## config.mk

```make
export PLATFORM = sky130hd
export DESIGN_NAME = desr_regs
export DESIGN_NICKNAME = d
export VERILOG_FILES = /design/src/pkg/desr_pkg.sv /design/src/verilog/desr_regs.sv
export SDC_FILE = /design/constraint.sdc
export NUM_CORES = 1
export LEC_CHECK = 0
export BUFFER_PORTS_ARGS = -buffer_cell sky130_fd_sc_hd__buf_2
export CORE_ASPECT_RATIO = 1.2
export CORE_MARGIN = 4
export CORE_UTILIZATION = 40
export CTS_BUF_LIST = sky130_fd_sc_hd__clkbuf_4 sky130_fd_sc_hd__clkbuf_8 sky130_fd_sc_hd__clkbuf_16
export CTS_CLUSTER_DIAMETER = 50
export CTS_CLUSTER_SIZE = 14
export DETAILED_ROUTE_END_ITERATION = 16
export PLACE_DENSITY_LB_ADDON = 0.08
export RECOVER_POWER = 50
export SLEW_MARGIN = 5
export SYNTH_ARGS = -nofsm -noshare
export SYNTH_HDL_FRONTEND = slang
export SYNTH_SLANG_ARGS = --single-unit
```

## constraint.sdc

```tcl
create_clock -name mclk -period 2.25 [get_ports mclk]
set_clock_uncertainty 0.15 [all_clocks]
set_input_delay 0.45 -clock mclk [delete_from_list [all_inputs] [get_ports mclk]]
set_output_delay 0.45 -clock mclk [all_outputs]
set_load 0.01 [all_outputs]
```

## src/pkg/desr_pkg.sv

```systemverilog
// desr_pkg: constants and carrier types for the drive event status register bank
// assumes a single 25 MHz control clock and a parameter-id access port
package desr_pkg;

    // parameter identifiers
    localparam int ID_W = 9;
    localparam logic [ID_W-1:0] ID_HALL_WIRING_CFG = 9'h052;
    localparam logic [ID_W-1:0] ID_EVENT_STATUS = 9'h0a0;
    localparam logic [ID_W-1:0] ID_LATCHED_EVENT_STATUS = 9'h0a1;
    localparam logic [ID_W-1:0] ID_HALL_INPUT_STATE = 9'h0a2;
    localparam logic [ID_W-1:0] ID_FACTORY_TEST_PARAM = 9'h0a3;
    localparam logic [ID_W-1:0] ID_LATCHED_FAULT_STATUS = 9'h0a4;
    localparam logic [ID_W-1:0] ID_FAULT_MASK = 9'h0a7;
    localparam logic [ID_W-1:0] ID_DIN_CMD_CFG = 9'h0a8;

    // event status bit positions
    localparam int EV_LOW_W = 26;
    localparam int EV_DRIVE_FAULT = 22;
    localparam int EV_HOME_ACTIVE = 26;
    localparam int EV_IN_MOTION = 27;
    localparam int EV_VEL_WINDOW = 28;
    localparam int EV_PHASE_NOT_INIT = 29;
    localparam int EV_CMD_FAULT = 30;
    localparam int EV_RESERVED = 31;

    // digital input command configuration: allow full output
    localparam int DIN_ALLOW_FULL_OUT = 3;

    // hall wiring configuration fields
    localparam int HALL_ORDER_LSB = 0;
    localparam int HALL_INV_LSB = 4;
    localparam int HALL_W = 3;

    // latched fault bits that can never be cleared
    localparam logic [31:0] FATAL_FAULTS_DEF = 32'h0000_0003;

    // reset values
    localparam logic [31:0] WORD_ZERO = 32'h0000_0000;
    localparam logic [15:0] HALL_CFG_RST = 16'h0000;

    typedef struct packed {
        logic rd;
        logic wr;
        logic [ID_W-1:0] id;
        logic [31:0] wdata;
    } desr_req_s;

    typedef struct packed {
        logic valid;
        logic err;
        logic [31:0] rdata;
    } desr_rsp_s;

    // live condition inputs from drive logic on the same clock
    typedef struct packed {
        logic [EV_LOW_W-1:0] ev_low;
        logic traj_running;
        logic pos_err_outside;
        logic vel_err_over;
        logic phase_init_done;
        logic bus_cmd_timeout;
        logic pwm_cmd_mode;
    } desr_cond_s;

endpackage

```

## src/verilog/desr_regs.sv

```systemverilog
// desr_regs: event status, latched event, hall state and latched fault registers
// assumes pins (home, hall, pwm presence) are asynchronous; other conditions share mclk
`timescale 1ns/1ps

module desr_regs #(
    parameter logic [31:0] FATAL_FAULTS = desr_pkg::FATAL_FAULTS_DEF,
    parameter int SYNC_STAGES = 2
) (
    // clock and reset
    input wire logic mclk,
    input wire logic resetn,
    // parameter access port
    input wire desr_pkg::desr_req_s req,
    output desr_pkg::desr_rsp_s rsp,
    // asynchronous pins
    input wire logic home_switch_pin,
    input wire logic [desr_pkg::HALL_W-1:0] hall_pins,
    input wire logic pwm_present_pin,
    // internal drive conditions
    input wire desr_pkg::desr_cond_s cond,
    input wire logic [31:0] fault_events,
    // state for the rest of the drive
    output logic [31:0] event_status,
    output logic [31:0] latched_fault_status,
    output logic allow_full_output
);

    // refuse settings that the logic below cannot serve
    if (SYNC_STAGES < 2) begin : g_chk_sync
        $error("desr_regs: SYNC_STAGES must be at least 2");
    end
    if (desr_pkg::HALL_INV_LSB + desr_pkg::HALL_W > 16) begin : g_chk_hall
        $error("desr_regs: hall wiring fields exceed the 16-bit register");
    end
    if (desr_pkg::EV_LOW_W != desr_pkg::EV_HOME_ACTIVE) begin : g_chk_ev
        $error("desr_regs: low event field must end below the home bit");
    end
    if (desr_pkg::HALL_W != 3) begin : g_chk_hw
        $error("desr_regs: hall ordering serves exactly three lines");
    end
    if (desr_pkg::EV_DRIVE_FAULT >= desr_pkg::EV_LOW_W) begin : g_chk_df
        $error("desr_regs: drive fault bit must lie in the low event field");
    end

    localparam int NPIN = desr_pkg::HALL_W + 2;

    // pin synchronisers; only the last stage is read by logic
    logic [NPIN-1:0] pin_sync_reg [SYNC_STAGES];
    logic [NPIN-1:0] pins_raw;
    logic [NPIN-1:0] pins_s;

    assign pins_raw = {pwm_present_pin, home_switch_pin, hall_pins};
    assign pins_s = pin_sync_reg[SYNC_STAGES-1];

    genvar gs;
    generate
        for (gs = 0; gs < SYNC_STAGES; gs++) begin : g_sync
            if (gs == 0) begin : g_first
                always_ff @(posedge mclk or negedge resetn) begin
                    if (!resetn) begin
                        pin_sync_reg[gs] <= '0;
                    end else begin
                        pin_sync_reg[gs] <= pins_raw;
                    end
                end
            end else begin : g_next
                always_ff @(posedge mclk or negedge resetn) begin
                    if (!resetn) begin
                        pin_sync_reg[gs] <= '0;
                    end else begin
                        pin_sync_reg[gs] <= pin_sync_reg[gs-1];
                    end
                end
            end
        end
    endgenerate

    logic [desr_pkg::HALL_W-1:0] hall_s;
    logic home_s;
    logic pwm_present_s;

    assign hall_s = pins_s[desr_pkg::HALL_W-1:0];
    assign home_s = pins_s[desr_pkg::HALL_W];
    assign pwm_present_s = pins_s[desr_pkg::HALL_W+1];

    // configuration registers
    logic [15:0] hall_cfg_reg;
    logic [31:0] fault_mask_reg;
    logic [31:0] din_cfg_reg;
    logic wr_hit_hall_cfg;
    logic wr_hit_mask;
    logic wr_hit_din;
    logic wr_hit_lev;
    logic wr_hit_lflt;

    // one decode of the parameter id serves all write hits
    function automatic logic id_is(input logic [desr_pkg::ID_W-1:0] id,
            input logic [desr_pkg::ID_W-1:0] target);
        return id == target;
    endfunction

    assign wr_hit_hall_cfg = req.wr && id_is(req.id, desr_pkg::ID_HALL_WIRING_CFG);
    assign wr_hit_mask = req.wr && id_is(req.id, desr_pkg::ID_FAULT_MASK);
    assign wr_hit_din = req.wr && id_is(req.id, desr_pkg::ID_DIN_CMD_CFG);
    assign wr_hit_lev = req.wr && id_is(req.id, desr_pkg::ID_LATCHED_EVENT_STATUS);
    assign wr_hit_lflt = req.wr && id_is(req.id, desr_pkg::ID_LATCHED_FAULT_STATUS);

    always_ff @(posedge mclk or negedge resetn) begin
        if (!resetn) begin
            hall_cfg_reg <= desr_pkg::HALL_CFG_RST;
        end else if (wr_hit_hall_cfg) begin
            hall_cfg_reg <= req.wdata[15:0];
        end
    end

    always_ff @(posedge mclk or negedge resetn) begin
        if (!resetn) begin
            fault_mask_reg <= desr_pkg::WORD_ZERO;
        end else if (wr_hit_mask) begin
            fault_mask_reg <= req.wdata;
        end
    end

    always_ff @(posedge mclk or negedge resetn) begin
        if (!resetn) begin
            din_cfg_reg <= desr_pkg::WORD_ZERO;
        end else if (wr_hit_din) begin
            din_cfg_reg <= req.wdata;
        end
    end

    assign allow_full_output = din_cfg_reg[desr_pkg::DIN_ALLOW_FULL_OUT];

    // hall ordering: code 0..5 picks one of six permutations, higher codes act as 0
    function automatic logic [2:0] hall_order(input logic [2:0] h, input logic [2:0] code);
        logic [2:0] o;
        o = h;
        case (code)
            3'h1: o = {h[2], h[0], h[1]};
            3'h2: o = {h[1], h[2], h[0]};
            3'h3: o = {h[1], h[0], h[2]};
            3'h4: o = {h[0], h[2], h[1]};
            3'h5: o = {h[0], h[1], h[2]};
            default: o = h;
        endcase
        return o;
    endfunction

    logic [2:0] hall_state;
    logic [desr_pkg::HALL_W-1:0] hall_order_code;
    logic [desr_pkg::HALL_W-1:0] hall_inv_mask;
    assign hall_order_code = hall_cfg_reg[desr_pkg::HALL_ORDER_LSB +: desr_pkg::HALL_W];
    assign hall_inv_mask = hall_cfg_reg[desr_pkg::HALL_INV_LSB +: desr_pkg::HALL_W];
    assign hall_state = hall_order(hall_s, hall_order_code) ^ hall_inv_mask;

    // registered so the read mux never sees a half-applied wiring change
    logic [2:0] hall_state_reg;
    always_ff @(posedge mclk or negedge resetn) begin
        if (!resetn) begin
            hall_state_reg <= '0;
        end else begin
            hall_state_reg <= hall_state;
        end
    end

    // write-one-to-clear update; a set in the clearing cycle wins
    function automatic logic [31:0] w1c_next(input logic [31:0] cur, input logic [31:0] clr,
            input logic [31:0] set);
        return (cur & ~clr) | set;
    endfunction

    // latched fault register; set wins over a clearing write
    logic [31:0] lflt_reg;
    logic [31:0] lflt_clear;
    assign lflt_clear = wr_hit_lflt ? (req.wdata & ~FATAL_FAULTS) : desr_pkg::WORD_ZERO;

    always_ff @(posedge mclk or negedge resetn) begin
        if (!resetn) begin
            lflt_reg <= desr_pkg::WORD_ZERO;
        end else begin
            lflt_reg <= w1c_next(lflt_reg, lflt_clear, fault_events & fault_mask_reg);
        end
    end

    assign latched_fault_status = lflt_reg;

    // live event status
    logic [31:0] ev_next;
    logic cmd_fault;
    logic pwm_missing;

    // a quiet pwm line only matters while the drive takes its command from it
    assign pwm_missing = cond.pwm_cmd_mode && !pwm_present_s && !allow_full_output;
    assign cmd_fault = cond.bus_cmd_timeout || pwm_missing;

    always_comb begin
        ev_next = '0;
        ev_next[desr_pkg::EV_LOW_W-1:0] = cond.ev_low;
        ev_next[desr_pkg::EV_DRIVE_FAULT] = |lflt_reg;
        ev_next[desr_pkg::EV_HOME_ACTIVE] = home_s;
        ev_next[desr_pkg::EV_IN_MOTION] = cond.traj_running || cond.pos_err_outside;
        ev_next[desr_pkg::EV_VEL_WINDOW] = cond.vel_err_over;
        ev_next[desr_pkg::EV_PHASE_NOT_INIT] = !cond.phase_init_done;
        ev_next[desr_pkg::EV_CMD_FAULT] = cmd_fault;
        ev_next[desr_pkg::EV_RESERVED] = 1'b0;
    end

    // registered so a host read and the latched copy see one consistent word
    logic [31:0] ev_reg;
    localparam logic [31:0] EV_RST = 32'h0000_0001 << desr_pkg::EV_PHASE_NOT_INIT;

    always_ff @(posedge mclk or negedge resetn) begin
        if (!resetn) begin
            ev_reg <= EV_RST;
        end else begin
            ev_reg <= ev_next;
        end
    end

    assign event_status = ev_reg;

    // latched event register; an event in the clearing cycle survives
    logic [31:0] lev_reg;
    logic [31:0] lev_clear;
    assign lev_clear = wr_hit_lev ? req.wdata : desr_pkg::WORD_ZERO;

    always_ff @(posedge mclk or negedge resetn) begin
        if (!resetn) begin
            lev_reg <= desr_pkg::WORD_ZERO;
        end else begin
            lev_reg <= w1c_next(lev_reg, lev_clear, ev_reg);
        end
    end

    // read decode; factory test parameter always reads zero
    logic [31:0] rd_mux;
    logic rd_known;
    logic wr_known;

    always_comb begin
        rd_mux = desr_pkg::WORD_ZERO;
        rd_known = 1'b1;
        if (req.id == desr_pkg::ID_EVENT_STATUS) begin
            rd_mux = ev_reg;
        end else if (req.id == desr_pkg::ID_LATCHED_EVENT_STATUS) begin
            rd_mux = lev_reg;
        end else if (req.id == desr_pkg::ID_HALL_INPUT_STATE) begin
            rd_mux = {29'h0000_0000, hall_state_reg};
        end else if (req.id == desr_pkg::ID_FACTORY_TEST_PARAM) begin
            rd_mux = desr_pkg::WORD_ZERO;
        end else if (req.id == desr_pkg::ID_LATCHED_FAULT_STATUS) begin
            rd_mux = lflt_reg;
        end else if (req.id == desr_pkg::ID_HALL_WIRING_CFG) begin
            rd_mux = {16'h0000, hall_cfg_reg};
        end else if (req.id == desr_pkg::ID_FAULT_MASK) begin
            rd_mux = fault_mask_reg;
        end else if (req.id == desr_pkg::ID_DIN_CMD_CFG) begin
            rd_mux = din_cfg_reg;
        end else begin
            rd_known = 1'b0;
        end
    end

    // read-only parameters other than the factory test parameter refuse writes with the error flag
    assign wr_known = wr_hit_hall_cfg || wr_hit_mask || wr_hit_din || wr_hit_lev
        || wr_hit_lflt || (req.id == desr_pkg::ID_FACTORY_TEST_PARAM);

    logic rd_err;
    logic wr_err;
    desr_pkg::desr_rsp_s rsp_next;

    assign rd_err = req.rd && !rd_known;
    assign wr_err = req.wr && !req.rd && !wr_known;

    always_comb begin
        rsp_next = '0;
        rsp_next.valid = req.rd || req.wr;
        rsp_next.err = rd_err || wr_err;
        rsp_next.rdata = req.rd ? rd_mux : desr_pkg::WORD_ZERO;
    end

    always_ff @(posedge mclk or negedge resetn) begin
        if (!resetn) begin
            rsp <= '0;
        end else begin
            rsp <= rsp_next;
        end
    end

endmodule // desr_regs

```

# --- Word level (Yosys, flattened, before mapping) ---
# Index checks and enable logic that the tools add are counted.
classes:
  shifts: 0
  magnitude_cmp: 0
  reduce_logical: 26
  multipliers: 0
  n_bitwise: 8
  eq_ne: 13
  add_sub_neg: 0
  n_div: 0
  muxes: 20
ops:
  columns: ["op", "n"]
  rows:
  - ["32-bit 2-to-1 mux", 11]
  - ["32-bit AND", 3]
  - ["32-bit inverter", 2]
  - ["9-bit by 8-bit == test with 1-bit output (second input constant)", 7]
  - ["32-bit by 31-bit OR with 32-bit output", 1]
  - ["32-bit OR", 1]
  - ["32-bit OR reduction", 1]
  - ["3-bit one-hot mux with 5 select lines", 1]
  - ["1-bit logical AND", 10]
  - ["9-bit by 7-bit == test with 1-bit output (second input constant)", 1]
  - ["1-bit logical OR", 9]
  - ["1-bit 2-to-1 mux", 8]
  - ["3-bit by 2-bit == test with 1-bit output (second input constant)", 2]
  - ["3-bit == test (second input constant)", 2]
  - ["1-bit zero test", 6]
  - ["3-bit by 1-bit == test with 1-bit output (second input constant)", 1]
  - ["3-bit XOR", 1]
totals:
  inputBits: 114
  latch_bits: 0
  mem_bits_ro: 0
  ff_bits: 222
  memories: 0
  elab_cells: 79
  ram_bits: 0

# --- Depth between registers and ports, before layout ---
depth:
  depth_word: 12
  depth_mapped: 7
  mapped_depth_nobuf: 4

# --- Worst setup path after synthesis ---
# Ideal clock, no wire load.
synth_path:
  path_type: "input -> register"
  startpoint: "in req[34] (netlist bit)"
  endpoint: "reg hall_cfg_reg[10]"
  setup_slack_ps: 291
  n_path_buf: 3
  t_arrival_ps: 1684
  setup_time_ps: 125
  required_time_ps: 1975
  path_stages: 7
  cell_sequence: "buf_2 nor2_2 and3_1 buf_4 nand2_2 buf_2 mux2_2"
synth_between:
  elab_chain_len: 2
synth_rtl:
  columns: ["item", "line_no", "text"]
  rows:
  - ["start: declaration", "desr_regs.sv:13", "input wire desr_pkg::desr_req_s req,"]
  - ["9-bit by 7-bit == test with 1-bit output", "desr_regs.sv:99", "return id == target;"]
  - ["1-bit logical AND", "desr_regs.sv:102", "assign wr_hit_hall_cfg = req.wr && id_is(req.id, desr_pkg::ID_HALL_WIRING_CFG);"]
  - ["end signal: assignment", "desr_regs.sv:110", "hall_cfg_reg <= desr_pkg::HALL_CFG_RST;"]
  - ["end signal: assignment", "desr_regs.sv:112", "hall_cfg_reg <= req.wdata[15:0];"]
  - ["end: declaration", "desr_regs.sv:87", "logic [15:0] hall_cfg_reg;"]
# Every way passes these cells.
# A chain may end at the register's enable or synchronous reset.

# --- Worst setup path in the final report ---
layout_path:
  startpoint: "reg hall_cfg_reg[0]"
  endpoint: "reg hall_state_reg[0]"
layout_between:
  elab_chain_len: 3
layout_rtl:
  columns: ["item", "line_no", "text"]
  rows:
  - ["3-bit == test (tied with other cells)", "desr_regs.sv:138", "case (code)"]
  - ["3-bit one-hot mux with 5 select lines *", "desr_regs.sv:138", null]
  - ["3-bit XOR *", "desr_regs.sv:154", "assign hall_state = hall_order(hall_s, hall_order_code) ^ hall_inv_mask;"]
  - ["via hall_state[0]", "desr_regs.sv:149", "logic [2:0] hall_state;"]
  - ["end signal: assignment", "desr_regs.sv:162", "hall_state_reg <= hall_state;"]
  - ["end: declaration", "desr_regs.sv:157", "logic [2:0] hall_state_reg;"]
# Mark *: on every way through the listed nets, which the timed path passes. The rest lies on a longest branch.

==> flow_summary.json <==
{
  "grt_pass1_vias": 8092,
  "grt_pass1_wl_mm": 45.8,
  "clock_tree.htree_level_count": 1,
  "ioPinCount": 213,
  "route.detailed.vias_per_inst": 5.41,
  "post-dp-hpwl_mm": 20.6,
  "drc": 0,
  "synth.area.top_cells": "dfrtp_1, mux2_2, nand2_1, a22o_1, a21o_1",
  "synth-edff-count": 0,
  "worst_path_largest_cell_delay_ns": 0.46,
  "final_util_pct": 53.7,
  "drive_gt1_share_pct": 36.5,
  "finalHoldViolCount": 0,
  "ys_dominant_reg_cell": "dfrtp_1",
  "ctsHoldBuffers": 50,
  "layout.cells.most_common": "dfrtp_1",
  "netlist.top_cell.by_area": "dfrtp_1",
  "end_kind": "register",
  "p_seq_share_pct": 47.3,
  "most-common-layout-cells": "dfrtp_1, buf_2, nand2_1, mux2_2, dlygate4sd3_1",
  "status": "complete, no violations",
  "nets": 1224,
  "cap_viol_max_count": 0,
  "die_area_um2": 26800,
  "largest_register": "rsp",
  "width_of_the_die_um": 150,
  "antenna_violations_before_repair": 1,
  "cts-buffers-inserted": 24,
  "fin_worst_hold_slack_ns": 0.0138,
  "tritoncts_clock_tree": "yes",
  "antenna_cells_inserted": 0,
  "synth-compound-area-share_pct": 16.7,
  "synth_top_family_by_area": "compound AO/OA/AOI/OAI gates",
  "grt_setup_unrepaired": "false",
  "worst_vdd_rail_ir_drop_mv": 0.511,
  "mappedNetlistArea_um2": 9690,
  "layout_min_cycle_time_ns": 1.84,
  "start_util_pct": 40.6,
  "p_int_uw": 7060,
  "power_density_nw_per_um2": 743,
  "switching_share_pct": 26.0,
  "synth_mux_area_share_pct": 9.74,
  "cp_cell_sequence": "clkbuf_1, nand2b_1, mux4_2, o31ai_1, xnor2_1",
  "final.setup.tns_ns": 0,
  "gp_routability_congestion": 0.810,
  "netlist-cell-type-count": 63,
  "timing_max_transition_violations_final": 0,
  "core_region_area_um2": 23900,
  "required_ns": 2.54,
  "flip_flop_count_of_the_largest_register_all_copies_and_words_added": 34,
  "detail_route.wl_per_cell_um": 20.4,
  "cts_root_buffer": "clkbuf_16",
  "slew_headroom_pct": 44.9,
  "clock_insertion_delay_worst_skew_ns": 0.51,
  "finalCritPeriodShare_pct": 81.8,
  "worstHoldPathType": "input port to register",
  "avgSynthCellArea_um2": 11.9,
  "placed_cell_area_um2": 11600,
  "clk_path_buf_depth": 3,
  "critPathKind": "register to register",
  "tightestPinTransition_ns": 0.826,
  "arrival_ns": 2.13,
  "num_rows": 62,
  "wl_mm": 29.5,
  "yosysSeqAreaShare_pct": 57.3,
  "globalRouteOverflowTotal": 0,
  "cp_slowest_cell": "mux4_2",
  "fmax_mhz": 543,
  "syn-instance-count": 815,
  "flops_latches_synth": 222,
  "total_of_cells_resized_after_clock_tree_synthesis": 0,
  "grt_max_degree": 56,
  "stdcell_area_um2": 12800,
  "port_buffers": 210,
  "detailedRoute.firstIterationViolations": 403,
  "synth.top_cell.area_share_pct": 57.0,
  "synth_async_sr_flop_share_pct": 100,
  "postCtsSetupRepairBufs": 0,
  "synth.yosys.warnings": 0,
  "combPwrFrac_pct": 11.4,
  "number_of_nets_with_antenna_violations_after_routing": 0,
  "post_synth_xor_area_fraction_pct": 0.271,
  "setup.worst_path.start_class": "register",
  "syn-num-nets": 929,
  "flow.area_growth_from_synthesis_pct": 32.5,
  "synth_simple_gate_area_share_pct": 12.9,
  "setup_viol": 0,
  "fp.dieH_um": 179,
  "track_usage_pct": 22.0,
  "power_leakage_uw": 0.00588,
  "p_sw_uw": 2480,
  "filler_cell_count": 2158,
  "cts.reportedPaths.clkPinSlew_ns": 0.06,
  "crit_fanout": 9,
  "vias": 7813,
  "power.clock.fraction_pct": 41.3,
  "synthAdderAreaFrac_pct": 0,
  "tritoncts_num_sinks": 222,
  "drt_pre_antenna_iters": 5
}
==> stage by stage <==
| stage | total power [uW] | setup slack (ns) | std cells |
|---|---|---|---|
| after global placement | 5630 | -0.0527 | 1354 |
| after global routing | 9970 | 0.215 | 1445 |
| after CTS | 9680 | 0.434 | 1445 |
| after detailed placement | 5640 | -0.0528 | 1354 |
| after floorplan | 4950 | 0.291 | 815 |
| final | 9540 | 0.410 | 1445 |
==> power by group through the flow <==
| stage | Clock (uW) | Sequential (uW) | Combinational [uW] |
|---|---|---|---|
| floorplan | 0 | 4570 | 381 |
| global placement | 0 | 4590 | 1040 |
| detailed placement | 0 | 4590 | 1050 |
| CTS | 4050 | 4520 | 1120 |
| global route | 4220 | 4550 | 1190 |
| finish | 3940 | 4520 | 1080 |
==> synth_stat cells (all sizes together) (14+ instances only) <==
cell and count:
a21o 34, a21oi 15, a221oi 17, a22o 30
a22oi 24, a31oi 14, buf 35, clkbuf 25
dfrtp 221, mux2 81, nand2 89, nand2b 22
nor2 18, o21ai 44
==> per-layer routing <==
layer  global-route usage, %  part of all wire [%]  vias up
met5                       0                 0.044        -
met1                    28.7                    42     3919
met4                    7.86                   2.8        2
met2                    37.3                    50      230
met3                    3.15                   5.0       60
li1                        -                     -     3602
==> kinds of logic (layout without fill, tap and decap cells) <==
logic type,count (synthesis),count (layout)
compound gates,221,221
xor+xnor,3,3
buf+inv,65,375
flops,222,222
mux,83,83
other cells,1,1
simple gates,220,220
==> critical path, delay by kind of cell (launching register included) <==
family	cells	cell delay (ns)
and+or+nand+nor	1	0.13
AOI/OAI and AO/OA	1	0.15
muxes	1	0.46
DFF	1	0.38
buffers and inverters	1	0.34
xor gates and xnor gates	1	0.17
==> final cells by class <==
cell class	count	area, um2	area share, %
Clock inverter	10	110	0.857
Clock buffer	31	683	5.32
Timing Repair Buffer	329	2240	17.4
Sequential cell	222	5560	43.3
Tap cell	320	400	3.12
Multi-Input combinational cell	528	3830	29.8
Inverter	5	18.8	0.146
==> final timing paths <==
path | start | endpoint | slack (ns) | depth (start not counted)
worst max-delay path | hall_cfg_reg[0] | hall_state_reg[0] | 0.41 | 5
worst min-delay path | fault_events[31] | latched_fault_status[31] | 0.01 | 2
worst max register to register | hall_cfg_reg[0] | hall_state_reg[0] | 0.41 | 5
worst min register to register | pin_sync_reg[7] | pins_s[2] | 0.20 | 0
max in group asynchronous | resetn | rsp[18] | 0.49 | 3
min in group asynchronous | resetn | rsp[29] | 0.31 | 2
Note: power is estimated with default switching activity, not from simulation.
